**src/core/tdrs_pkg.sv**
```systemverilog
package tdrs_pkg;
    // ------------------------------------------------------------
    // tap controller states, standard sixteen-state walk
    // ------------------------------------------------------------
    typedef enum logic [3:0] {
        TDRS_RESET     = 4'h0,
        TDRS_IDLE      = 4'h1,
        TDRS_SEL_DR    = 4'h2,
        TDRS_CAP_DR    = 4'h3,
        TDRS_SHIFT_DR  = 4'h4,
        TDRS_EXIT1_DR  = 4'h5,
        TDRS_PAUSE_DR  = 4'h6,
        TDRS_EXIT2_DR  = 4'h7,
        TDRS_UPD_DR    = 4'h8,
        TDRS_SEL_IR    = 4'h9,
        TDRS_CAP_IR    = 4'ha,
        TDRS_SHIFT_IR  = 4'hb,
        TDRS_EXIT1_IR  = 4'hc,
        TDRS_PAUSE_IR  = 4'hd,
        TDRS_EXIT2_IR  = 4'he,
        TDRS_UPD_IR    = 4'hf
    } tdrs_state_e;

    // ------------------------------------------------------------
    // instruction register layout and values
    // ------------------------------------------------------------
    localparam int TDRS_IR_W = 8;
    localparam logic [7:0] TDRS_IR_CAPTURE = 8'h81;
    localparam logic [7:0] TDRS_IR_BYPASS = 8'hff;
    localparam logic [7:0] TDRS_IR_RESET = 8'hff;
    localparam logic TDRS_BYP_CAPTURE = 1'b0;

    // ------------------------------------------------------------
    // timing: core clock and bench test clock
    // ------------------------------------------------------------
    localparam int TDRS_CORE_PERIOD_NS = 40;
    localparam int TDRS_TCK_PERIOD_NS = 320;
    localparam int TDRS_CORE_PER_TCK = TDRS_TCK_PERIOD_NS / TDRS_CORE_PERIOD_NS;
    localparam int TDRS_RESET_TMS_HIGH = 5;

    // test-port pin bundle into the device
    typedef struct packed {
        logic tck;
        logic tms;
        logic tdi;
    } tdrs_pins_s;

    // serial output bundle from the device
    typedef struct packed {
        logic tdo;
        logic tdo_oe;
    } tdrs_out_s;
endpackage : tdrs_pkg

```
**src/core/tdrs_tap.sv**
```systemverilog
`timescale 1ns/1ns
module tdrs_tap
    import tdrs_pkg::*;
(
    // core clock and reset
    input wire logic core_clk,
    input wire logic rst_n,
    // test port pins, asynchronous to core_clk
    input wire tdrs_pins_s pins,
    // serial output and its enable
    output tdrs_out_s tdo_pins,
    // observation of controller and parallel stages
    output tdrs_state_e tap_state,
    output logic [7:0] ir_active,
    output logic byp_update
);
    // ------------------------------------------------------------
    // input synchronisers, three stages each
    // ------------------------------------------------------------
    logic [2:0] sync_reg;       // stage 0: tck, 1: tms, 2: tdi
    logic [2:0] sync2_reg;      // second stage
    logic [2:0] sync3_reg;      // third stage
    logic [2:0] sync_next;
    logic [2:0] sync2_next;
    logic [2:0] sync3_next;
    logic tck_lvl_reg;          // accepted test clock level
    logic tck_lvl_next;
    logic rise;                 // accepted rising edge this cycle
    logic fall;                 // accepted falling edge this cycle

    // shift the raw pins through three flops
    always_comb begin
        sync_next = {pins.tdi, pins.tms, pins.tck};
        sync2_next = sync_reg;
        sync3_next = sync2_reg;
        tck_lvl_next = tck_lvl_reg;
        // a level change counts only once stages two and three agree
        if (sync2_reg[0] == sync3_reg[0]) begin
            tck_lvl_next = sync3_reg[0];
        end
    end

    always_ff @(posedge core_clk) begin
        if (!rst_n) begin
            sync_reg <= 3'h0;
            sync2_reg <= 3'h0;
            sync3_reg <= 3'h0;
            tck_lvl_reg <= 1'b0;
        end else begin
            sync_reg <= sync_next;
            sync2_reg <= sync2_next;
            sync3_reg <= sync3_next;
            tck_lvl_reg <= tck_lvl_next;
        end
    end

    // tms and tdi lag tck by nothing, so sampling stage three is safe
    assign rise = tck_lvl_next && !tck_lvl_reg;
    assign fall = !tck_lvl_next && tck_lvl_reg;

    // ------------------------------------------------------------
    // controller state and scan registers
    // ------------------------------------------------------------
    tdrs_state_e st_reg;
    tdrs_state_e st_next;
    logic [7:0] ir_sh_reg;      // instruction shift stage
    logic [7:0] ir_sh_next;
    logic [7:0] ir_reg;         // instruction parallel stage
    logic [7:0] ir_next;
    logic byp_reg;              // bypass shift stage
    logic byp_next;
    logic upd_reg;              // bypass parallel stage
    logic upd_next;
    logic tdo_reg;
    logic tdo_next;
    logic oe_reg;
    logic oe_next;
    logic bypass_sel;

    // next controller state on a rising edge, tms as steering bit
    function automatic tdrs_state_e tdrs_step(input tdrs_state_e s, input logic m);
        case (s)
            TDRS_RESET: tdrs_step = m ? TDRS_RESET : TDRS_IDLE;
            TDRS_IDLE: tdrs_step = m ? TDRS_SEL_DR : TDRS_IDLE;
            TDRS_SEL_DR: tdrs_step = m ? TDRS_SEL_IR : TDRS_CAP_DR;
            TDRS_CAP_DR: tdrs_step = m ? TDRS_EXIT1_DR : TDRS_SHIFT_DR;
            TDRS_SHIFT_DR: tdrs_step = m ? TDRS_EXIT1_DR : TDRS_SHIFT_DR;
            TDRS_EXIT1_DR: tdrs_step = m ? TDRS_UPD_DR : TDRS_PAUSE_DR;
            TDRS_PAUSE_DR: tdrs_step = m ? TDRS_EXIT2_DR : TDRS_PAUSE_DR;
            TDRS_EXIT2_DR: tdrs_step = m ? TDRS_UPD_DR : TDRS_SHIFT_DR;
            TDRS_UPD_DR: tdrs_step = m ? TDRS_SEL_DR : TDRS_IDLE;
            TDRS_SEL_IR: tdrs_step = m ? TDRS_RESET : TDRS_CAP_IR;
            TDRS_CAP_IR: tdrs_step = m ? TDRS_EXIT1_IR : TDRS_SHIFT_IR;
            TDRS_SHIFT_IR: tdrs_step = m ? TDRS_EXIT1_IR : TDRS_SHIFT_IR;
            TDRS_EXIT1_IR: tdrs_step = m ? TDRS_UPD_IR : TDRS_PAUSE_IR;
            TDRS_PAUSE_IR: tdrs_step = m ? TDRS_EXIT2_IR : TDRS_PAUSE_IR;
            TDRS_EXIT2_IR: tdrs_step = m ? TDRS_UPD_IR : TDRS_SHIFT_IR;
            TDRS_UPD_IR: tdrs_step = m ? TDRS_SEL_DR : TDRS_IDLE;
            default: tdrs_step = TDRS_RESET;
        endcase
    endfunction : tdrs_step

    // every instruction outside the known set also routes to bypass
    assign bypass_sel = 1'b1;

    // scan and output logic, edges decoded from the synchronised clock
    always_comb begin
        st_next = st_reg;
        ir_sh_next = ir_sh_reg;
        ir_next = ir_reg;
        byp_next = byp_reg;
        upd_next = upd_reg;
        tdo_next = tdo_reg;
        oe_next = oe_reg;
        if (rise) begin
            // three high tms clocks from Update-DR reach reset
            st_next = tdrs_step(st_reg, sync3_reg[1]);
            case (st_reg)
                // capture leaves a zero in the bypass stage
                TDRS_CAP_DR: byp_next = TDRS_BYP_CAPTURE;
                // each shift cycle takes tdi, first one included
                TDRS_SHIFT_DR: byp_next = sync3_reg[2];
                TDRS_CAP_IR: ir_sh_next = TDRS_IR_CAPTURE;
                TDRS_SHIFT_IR: ir_sh_next = {sync3_reg[2], ir_sh_reg[7:1]};
                default: begin
                end
            endcase
        end
        if (fall) begin
            case (st_reg)
                TDRS_SHIFT_DR: begin
                    // drive starts on the first falling edge in shift
                    oe_next = 1'b1;
                    tdo_next = byp_reg;
                end
                TDRS_SHIFT_IR: begin
                    oe_next = 1'b1;
                    tdo_next = ir_sh_reg[0];
                end
                // exit states float the line again
                TDRS_EXIT1_DR: oe_next = 1'b0;
                TDRS_EXIT1_IR: oe_next = 1'b0;
                // parallel stage only moves on the falling edge
                TDRS_UPD_DR: if (bypass_sel) upd_next = byp_reg;
                TDRS_UPD_IR: ir_next = ir_sh_reg;
                TDRS_RESET: ir_next = TDRS_IR_RESET;
                default: oe_next = 1'b0;
            endcase
        end
    end

    always_ff @(posedge core_clk) begin
        if (!rst_n) begin
            st_reg <= TDRS_RESET;
            ir_sh_reg <= TDRS_IR_RESET;
            ir_reg <= TDRS_IR_RESET;
            byp_reg <= 1'b0;
            upd_reg <= 1'b0;
            tdo_reg <= 1'b0;
            oe_reg <= 1'b0;
        end else begin
            st_reg <= st_next;
            ir_sh_reg <= ir_sh_next;
            ir_reg <= ir_next;
            byp_reg <= byp_next;
            upd_reg <= upd_next;
            tdo_reg <= tdo_next;
            oe_reg <= oe_next;
        end
    end

    // outputs all from flops
    // one driver for the whole bundle, not one per member
    assign tdo_pins = '{tdo: tdo_reg, tdo_oe: oe_reg};
    assign tap_state = st_reg;
    assign ir_active = ir_reg;
    assign byp_update = upd_reg;
endmodule : tdrs_tap

```
**config.mk**
```make
export PLATFORM = sky130hd
export DESIGN_NAME = tdrs_tap
export DESIGN_NICKNAME = d
export VERILOG_FILES = /design/src/core/tdrs_pkg.sv /design/src/core/tdrs_tap.sv
export SDC_FILE = /design/constraint.sdc
export NUM_CORES = 1
export LEC_CHECK = 0
export BUFFER_PORTS_ARGS = -buffer_cell sky130_fd_sc_hd__buf_2
export CAP_MARGIN = 10
export CORE_ASPECT_RATIO = 1.75
export CORE_UTILIZATION = 50
export CTS_BUF_LIST = sky130_fd_sc_hd__clkbuf_8
export DETAILED_ROUTE_END_ITERATION = 12
export MAX_ROUTING_LAYER = met4
export PLACE_DENSITY = 0.71
export SYNTH_ARGS = -nofsm -noshare
export SYNTH_HDL_FRONTEND = slang
export SYNTH_SLANG_ARGS = --single-unit
export TNS_END_PERCENT = 50
```
**constraint.sdc**
```tcl
create_clock -name core_clk -period 1.7 [get_ports core_clk]
set_input_delay 0.34 -clock core_clk [delete_from_list [all_inputs] [get_ports core_clk]]
set_output_delay 0.34 -clock core_clk [all_outputs]
set_load 0.01 [all_outputs]
```
# Yosys cells after proc, flatten, opt, wreduce, memory -nomap -nowiden
# Index checks and enable logic that the tools add are counted.
# totals
register_bits	34
in_bits	5
word_cells	67
out_inout_bits	15
# op_classes
muxes	19
n_eq_ne	16
bitwise	1
n_reduce_logical	20
# op_table
operator	count
$pmux W4 S12	1
$eq A4 B4 Y1 const B	8
$pmux W8 S2	2
$eq A4 B3 Y1 const B	4
$mux W4	4
$reduce_and A2 Y1	6
$eq A4 B2 Y1 const B	2
$reduce_bool A2 Y1	4
$mux W2	3
$mux W3	2
$pmux W1 S2	3
$reduce_or A2 Y1	3
$reduce_or A3 Y1	2
$eq A4 B1 Y1 const B	1
$logic_not A4 Y1	1
$mux W1	4
$logic_and A1 B1 Y1	2
$logic_not A1 Y1	2
$eq A1 B1 Y1	1
$not A1 Y1	1

# Depth between registers and ports, before layout
# Gate-level depths: netlist of run 1.
# logic_depth
ltp_word	5
depth_mapped	6
ltp_nobuf	4

# Worst setup path before layout of run 1
# OpenSTA, ideal clock, no wires.
# synth_timing
path_type	flip-flop to flip-flop
from	register st_reg[3] (netlist: tap_state[3])
to	register ir_sh_reg[1]
path_stages_with_launch	6
required_ps	1578
path_slack_ps	184
arrival_time_ps	1394
path_cell_list	dfxtp_1 buf_2 nand2_1 or3_1 buf_2 a221o_1
# synth_between
elab_chain_cells	3
elab_cells_between_ends	5
# synth_rtl
element	line_no	rtl
start: declaration	tdrs_tap.sv:64	tdrs_state_e st_reg;
start signal: assignment	tdrs_tap.sv:162	st_reg <= st_next;
$eq A4 B4 Y1	tdrs_tap.sv:118	case (st_reg)
$reduce_bool A2 Y1 (no source line)	n/a	
$reduce_and A2 Y1 (no source line)	n/a	
end signal: assignment	tdrs_tap.sv:163	ir_sh_reg <= ir_sh_next;
end: declaration	tdrs_tap.sv:66	logic [7:0] ir_sh_reg;
# Several ways; a longest one is shown, not always the timed one.
# A chain may end at the register's enable or synchronous reset.

# Worst setup path in the final report of run 1
# layout_timing
from	register st_reg[2] (netlist: tap_state[2])
to	register tdo_reg
# layout_between
elab_chain_cells	3
elab_cells_between_ends	5
# layout_rtl
element	line_no	rtl
$eq A4 B4 Y1 / $eq A4 B3 Y1 (equally long branches)	tdrs_tap.sv:130	case (st_reg)
$reduce_bool A2 Y1 (no source line)	n/a	
$reduce_and A2 Y1 (no source line)	n/a	
end signal: assignment	tdrs_tap.sv:167	tdo_reg <= tdo_next;
end: declaration	tdrs_tap.sv:74	logic tdo_reg;
# Several ways; a longest one is shown, not always the timed one.

==> key figures, run 1 <==
Critical path
  • Crit Path Class: reg2reg
  • Top Family by Delay on Critical Path: simple AND/OR/NAND/NOR gates
  • CP max FO: 18
  • Max incr delay on CP: about 0.46 ns
  • Crit path launch type: flop
  • CP max stage cell: or4b_4
  • Crit path cell chain: buf_12 > or4b_4 > a21oi_2 > nor2_1 > a211oi_2
  • CP bufs+invs: 1
  • Worst setup EP type: flop
  • CP required: about 1.9 ns
  • R2R Setup Slk: 0.09 ns
  • Arr. time, crit path: around 1.8 ns

Cells and area
  • Final non-filler cell total: around 220
  • Area Growth Syn to Fin: 15.6%
  • Share of layout cells above drive strength 1: between 20% and 30%
  • ANT cells: 0
  • # fillers: about 260
  • Nets@finish: between 150 and 200

Detailed routing
  • Post-route ant nets: 0
  • Vias per cell: between 5 and 6
  • Final WL: about 3.7 mm
  • Initial DRC Count: 53
  • Vias: 1334
  • DRC violations left: 1
  • Detailed Routing Iterations Pass 1: 8
  • Wirelength per Cell: about 17 um

Floorplanning
  • Core area: 0.00293 mm^2
  • Top Ports: 20
  • Full die area: 0.00331 mm^2
  • Die W: 43.9 um
  • Std-Cell Rows: 26
  • Die H: ~75 um
  • Initial core utilization: 52.5%

Clock network
  • Clock root buffer: clkbuf_8
  • CTS H-tree lvls: 2
  • # hold bufs at CTS: 0
  • Post-CTS Setup Bufs: 0
  • CTS Buf Count: 5
  • Clock buffer depth: 2
  • CTS tree: done
  • CTS-repair resized insts: 0
  • Total clock sinks: 34
  • Clock Latency Late Sink: 0.29 ns
  • Worst-path clk slew: ~0.07 ns

Global route
  • Met1 Use GR: a little over a quarter
  • GRT Total Usage: between 20% and 30%
  • Initial antenna violation count: 0
  • GR Overflow Total: 0
  • Top Usage Layer GRT: met2
  • First-pass GRT wire length: between 6 and 7 mm
  • Pin count of the biggest net entering global routing: 19
  • Number of global-route vias before repair: roughly 1300
  • M3 GR Usage: under 10%
  • Met2 Use GR: between 40% and 50%

Placement
  • GPL Wtd Cong: 0.848
  • Buffers on Ports: 19
  • HPWL Detailed: about 2.6 mm
  • Placed Cells: between 200 and 250

STA
  • Worst Tran Pin Value: about 0.40 ns
  • Hold Vio Cnt, Final: 0
  • Final setup fails: 0
  • Period utilization: about 95%
  • Minimum hold slack: 0.257 ns
  • Max Clk Rate: around 620 MHz
  • Min cycle time layout: 1.61 ns
  • Clock skew: about 0.0082 ns
  • RSZ-0062 raised after global routing: no
  • Slew Limit Fails: 0
  • Sum Neg Setup Slack: 0 ns
  • Relative slew margins: ~74%

Logic synthesis
  • Synthesis Warnings: 0
  • Net Count, Synth: about 180
  • Asr flop ratio synth: 0%
  • Most area-hungry cell type in the Yosys netlist: dfxtp_1
  • Main area contributors after synthesis: dfxtp_1, mux2i_1, nor2_1, and2_1, a21oi_1
  • Synthesized flop and latch total: 34
  • Syn Inst Count: around 170
  • Main synth FF type: dfxtp_1
  • Synthesized cell area: ~0.0015 mm^2
  • Sequential-to-total area share from yosys stat: about 44%
  • Synth cell types: 47
  • Post-synth EDFFs: 0
  • Synth Area per Inst: around 8.9 um^2
  • Yosys top cell area share: ~44%

Pwr
  • Pleak: around 0.67 nW
  • PwrDens: approximately 830 mW/mm^2
  • Pwr Total: around 1.5 mW
  • VDD IR max: between 500 and 600 uV

Status
  • Failing checks: DRC
  • Status: complete, but fails checks

Min path
  • Worst hold path class: in2reg

Flow run
  • Max_cap viols: 0
-- worst paths after layout --
kind                 startpoint       endpoint  cells past startpoint
setup reg to reg   tap_state[2]        tdo_reg                      5
setup / recovery   tap_state[2]        tdo_reg                      5
hold / removal          pins[1]  sync2_next[1]                      2
hold reg to reg   sync2_next[0]   sync2_reg[0]                      1
-- layer usage --
metal  wire length [um]  up-vias
li1                   -      648
met1               1420      640
met2               2080       40
met3                150        6
met4                 99        0
met5                  0        -
-- synthesized netlist by cell type (3+ instances only) --
| cell | instances |
|---|---|
| o21ai_0 | 6 |
| nor2_1 | 23 |
| nor3_1 | 4 |
| and2_1 | 9 |
| nand2_1 | 11 |
| clkbuf_1 | 7 |
| nand3_1 | 4 |
| nor2b_1 | 3 |
| dfxtp_1 | 34 |
| a221o_1 | 4 |
| mux2i_1 | 10 |
| a21oi_1 | 9 |
| o22ai_1 | 3 |
| buf_2 | 5 |
-- final cells by class --
class / instances / area [um^2] / share of cell area (%)
tap: 28 / 35.0 / 1.97
clock inverter: 2 / 8.76 / 0.493
timing repair buffer: 30 / 190 / 10.7
clock buffer: 6 / 82.6 / 4.65
inverter: 3 / 11.3 / 0.634
multi-input combinational: 120 / 767 / 43.2
sequential: 34 / 681 / 38.3
-- logic make-up after synthesis --
group                  synth area share (%)
AOI/OAI and AO/OA                      18.2
buffers and inverters                  5.78
and+or+nand+nor                        25.2
DFF                                    44.3
muxes                                  6.51
-- cell usage in the layout (no fill, tap or decap), types with 2 or more instances in the layout --
master / instances
dfxtp_1: 34
nor3_1: 4
nor4_1: 2
and3b_1: 2
mux2i_1: 10
o21a_1: 2
nand3_1: 4
inv_1: 3
a21oi_1: 9
nand2_1: 11
a221o_1: 4
nor2b_1: 3
o22ai_1: 3
a21o_1: 2
o21ai_0: 6
clkbuf_8: 6
buf_2: 19
buf_4: 10
and2_1: 9
nor2_1: 23
nor4b_1: 2
-- power breakdown --
part | internal, mW | leakage (nW) | total (mW) | switching [mW]
Combinational | 0.0244 | 0.343 | 0.0532 | 0.0287
Clock | 0.320 | 0.0524 | 0.597 | 0.277
Sequential | 0.810 | 0.276 | 0.819 | 0.00986
-- metrics by stage --
stage                     util (%)  setup WS (ns)  area, um^2
after floorplan                  -          0.184        1540
after global placement        57.5          0.183        1680
after detailed placement      57.5          0.122        1680
after CTS                     60.6         0.0898        1780
after global routing          60.6         0.0136        1780
final                         60.6         0.0870        1780
No activity file was read; power rests on OpenSTA's default activity.
==> inputs of run 2 (changes only) <==
- CORE_UTILIZATION: 50 -> 59
- MAX_ROUTING_LAYER: met4 -> unset
- PLACE_DENSITY: 0.71 -> 0.81
==> run 2 against run 1 <==
Against the previous run: sequential share of layout area down 0.44 points; routed wire length down 3.8%; clock power up 25%; cell count unchanged; flip-flop and latch count unchanged; clock skew down 0.0029 ns; die area down 15%; the run now ends clean; total power up 10%; worst hold slack better by 0.0014 ns.
==> key figures, run 2 (synthesis results as in run 1) <==
Detailed routing
  • Initial DRC Count: 50
  • DRC violations left: 0
  • Detailed Routing Iterations Pass 1: 4
  • Final WL: between 3 and 4 mm
  • Vias per cell: 6.21
  • Vias: 1384
  • Wirelength per Cell: ~16 um
  • Post-route ant nets: 0

Floorplanning
  • Std-Cell Rows: 24
  • Core area: roughly 0.0025 mm^2
  • Die H: roughly 70 um
  • Die W: around 40 um
  • Full die area: between 0.002 and 0.003 mm^2
  • Initial core utilization: between 60% and 70%
  • Top Ports: 20

STA
  • Hold Vio Cnt, Final: 0
  • Relative slew margins: 66.2%
  • Slew Limit Fails: 0
  • RSZ-0062 raised after global routing: no
  • Clock skew: around 0.0054 ns
  • Min cycle time layout: around 1.6 ns
  • Max Clk Rate: 635 MHz
  • Final setup fails: 0
  • Sum Neg Setup Slack: 0 ns
  • Period utilization: 92.7%
  • Worst Tran Pin Value: around 0.50 ns

Critical path
  • CP max FO: 7
  • Crit path launch type: flop
  • CP required: approximately 1.9 ns
  • Arr. time, crit path: 1.73 ns
  • Reg2reg path depth: 4
  • Worst setup EP type: flop
  • Crit Path Class: reg2reg
  • R2R Setup Slk: around 0.12 ns
  • Critical R2R Launch: tck_lvl_reg
  • R2R Path End: oe_reg

Global route
  • Initial antenna violation count: 0
  • GR Overflow Total: 0
  • Pin count of the biggest net entering global routing: 18
  • Number of global-route vias before repair: roughly 1400
  • GRT Total Usage: between 30% and 40%
  • First-pass GRT wire length: 5.95 mm

Cells and area
  • Most frequent cells in the layout: dfxtp_1, nor2_1, buf_2
  • Share of layout cells above drive strength 1: a little under a quarter
  • Most common cell after layout, fill and taps aside: dfxtp_1
  • Final non-filler cell total: 223
  • ANT cells: 0
  • Nets@finish: 201
  • Area Growth Syn to Fin: 17.1%

Clock network
  • Post-CTS Setup Bufs: 0
  • Total clock sinks: 34
  • Clock buffer depth: 2
  • Clock root buffer: clkbuf_8
  • CTS tree: done
  • CTS Buf Count: 5
  • Clock Latency Late Sink: 0.29 ns
  • CTS H-tree lvls: 2
  • Worst-path clk slew: 0.07 ns

Placement
  • Buffers on Ports: 19
  • GPL Wtd Cong: 0.783
  • HPWL Detailed: approximately 2.7 mm
  • Placed Cells: about 220

Min path
  • Hold-critical path depth: 2
  • Hold Path Sink: sync2_next[0]
  • Worst hold path class: in2reg
  • Hold path startpoint: pins[2]

Pwr
  • Pleak: 0.679 nW
  • VDD IR max: ~800 uV
  • PwrDens: between 900 and 1000 mW/mm^2

Flow run
  • Max_cap viols: 0

Status
  • Status: finished, final reports clean
==> run 2: final cells by class <==
cell class / instances / area, um^2
multi-input cells: 120 / 767
fillers: 201 / 693
flip-flops and latches: 34 / 682
repair buffers: 32 / 193
clock buffers: 5 / 68.8
clock inverters: 3 / 45.0
well taps: 26 / 32.5
inverters: 3 / 11.3
==> run 2: per-layer routing <==
layer / share of wire [%] / vias to the layer above / wire length, um / global-route usage (%)
met5: 0 / - / 0 / 0
met4: 3.4 / 0 / 123 / 12.6
met3: 4.6 / 17 / 165 / 7.69
met2: 55 / 54 / 1990 / 51.7
met1: 37 / 659 / 1320 / 31.2
li1: - / 654 / - / -
==> run 2: how the worst max path moves through the flow <==
stage	startpoint	end	slack, ns
after global routing	tap_state[1]	ir_sh_reg[2]	0.02
final	tck_lvl_reg	oe_reg	0.12
after global placement	tap_state[3]	ir_sh_reg[3]	0.14
after detailed placement	tap_state[3]	ir_active[5]	0.11
after floorplan	tap_state[3]	ir_sh_reg[1]	0.18
after CTS	tap_state[3]	ir_active[5]	0.1
==> run 2: power breakdown <==
| part | switching [mW] | internal [mW] | total, mW |
|---|---|---|---|
| clock | 0.310 | 0.436 | 0.746 |
| sequential | 0.0104 | 0.809 | 0.819 |
| combinational | 0.0303 | 0.0259 | 0.0561 |
==> run 2: repair_timing <==
| item | in CTS | in global routing |
|---|---|---|
| gates resized for setup | 0 | 1 |
| hold buffers | 0 | 0 |
| setup endpoints to repair | 0 | 2 |
==> run 2: critical path, cell delays in order, from the launching register on <==
cell	delay (ns)
dfxtp_1	0.43
or3b_2	0.58
o21a_1	0.22
a21oi_1	0.11
o22ai_1	0.11
==> run 2: through the flow <==
| step | util [%] | hold WS (ns) | setup WS, ns | power (mW) | instance area, um^2 |
|---|---|---|---|---|---|
| after floorplan | - | 0.412 | 0.184 | 0.872 | 1540 |
| after global placement | 67.6 | 0.413 | 0.144 | 0.888 | 1680 |
| after detailed placement | 67.6 | 0.422 | 0.112 | 0.893 | 1680 |
| after CTS | 72.1 | 0.256 | 0.0952 | 1.63 | 1800 |
| after global routing | 72.2 | 0.275 | 0.0152 | 1.66 | 1800 |
| final | 72.2 | 0.258 | 0.124 | 1.62 | 1800 |
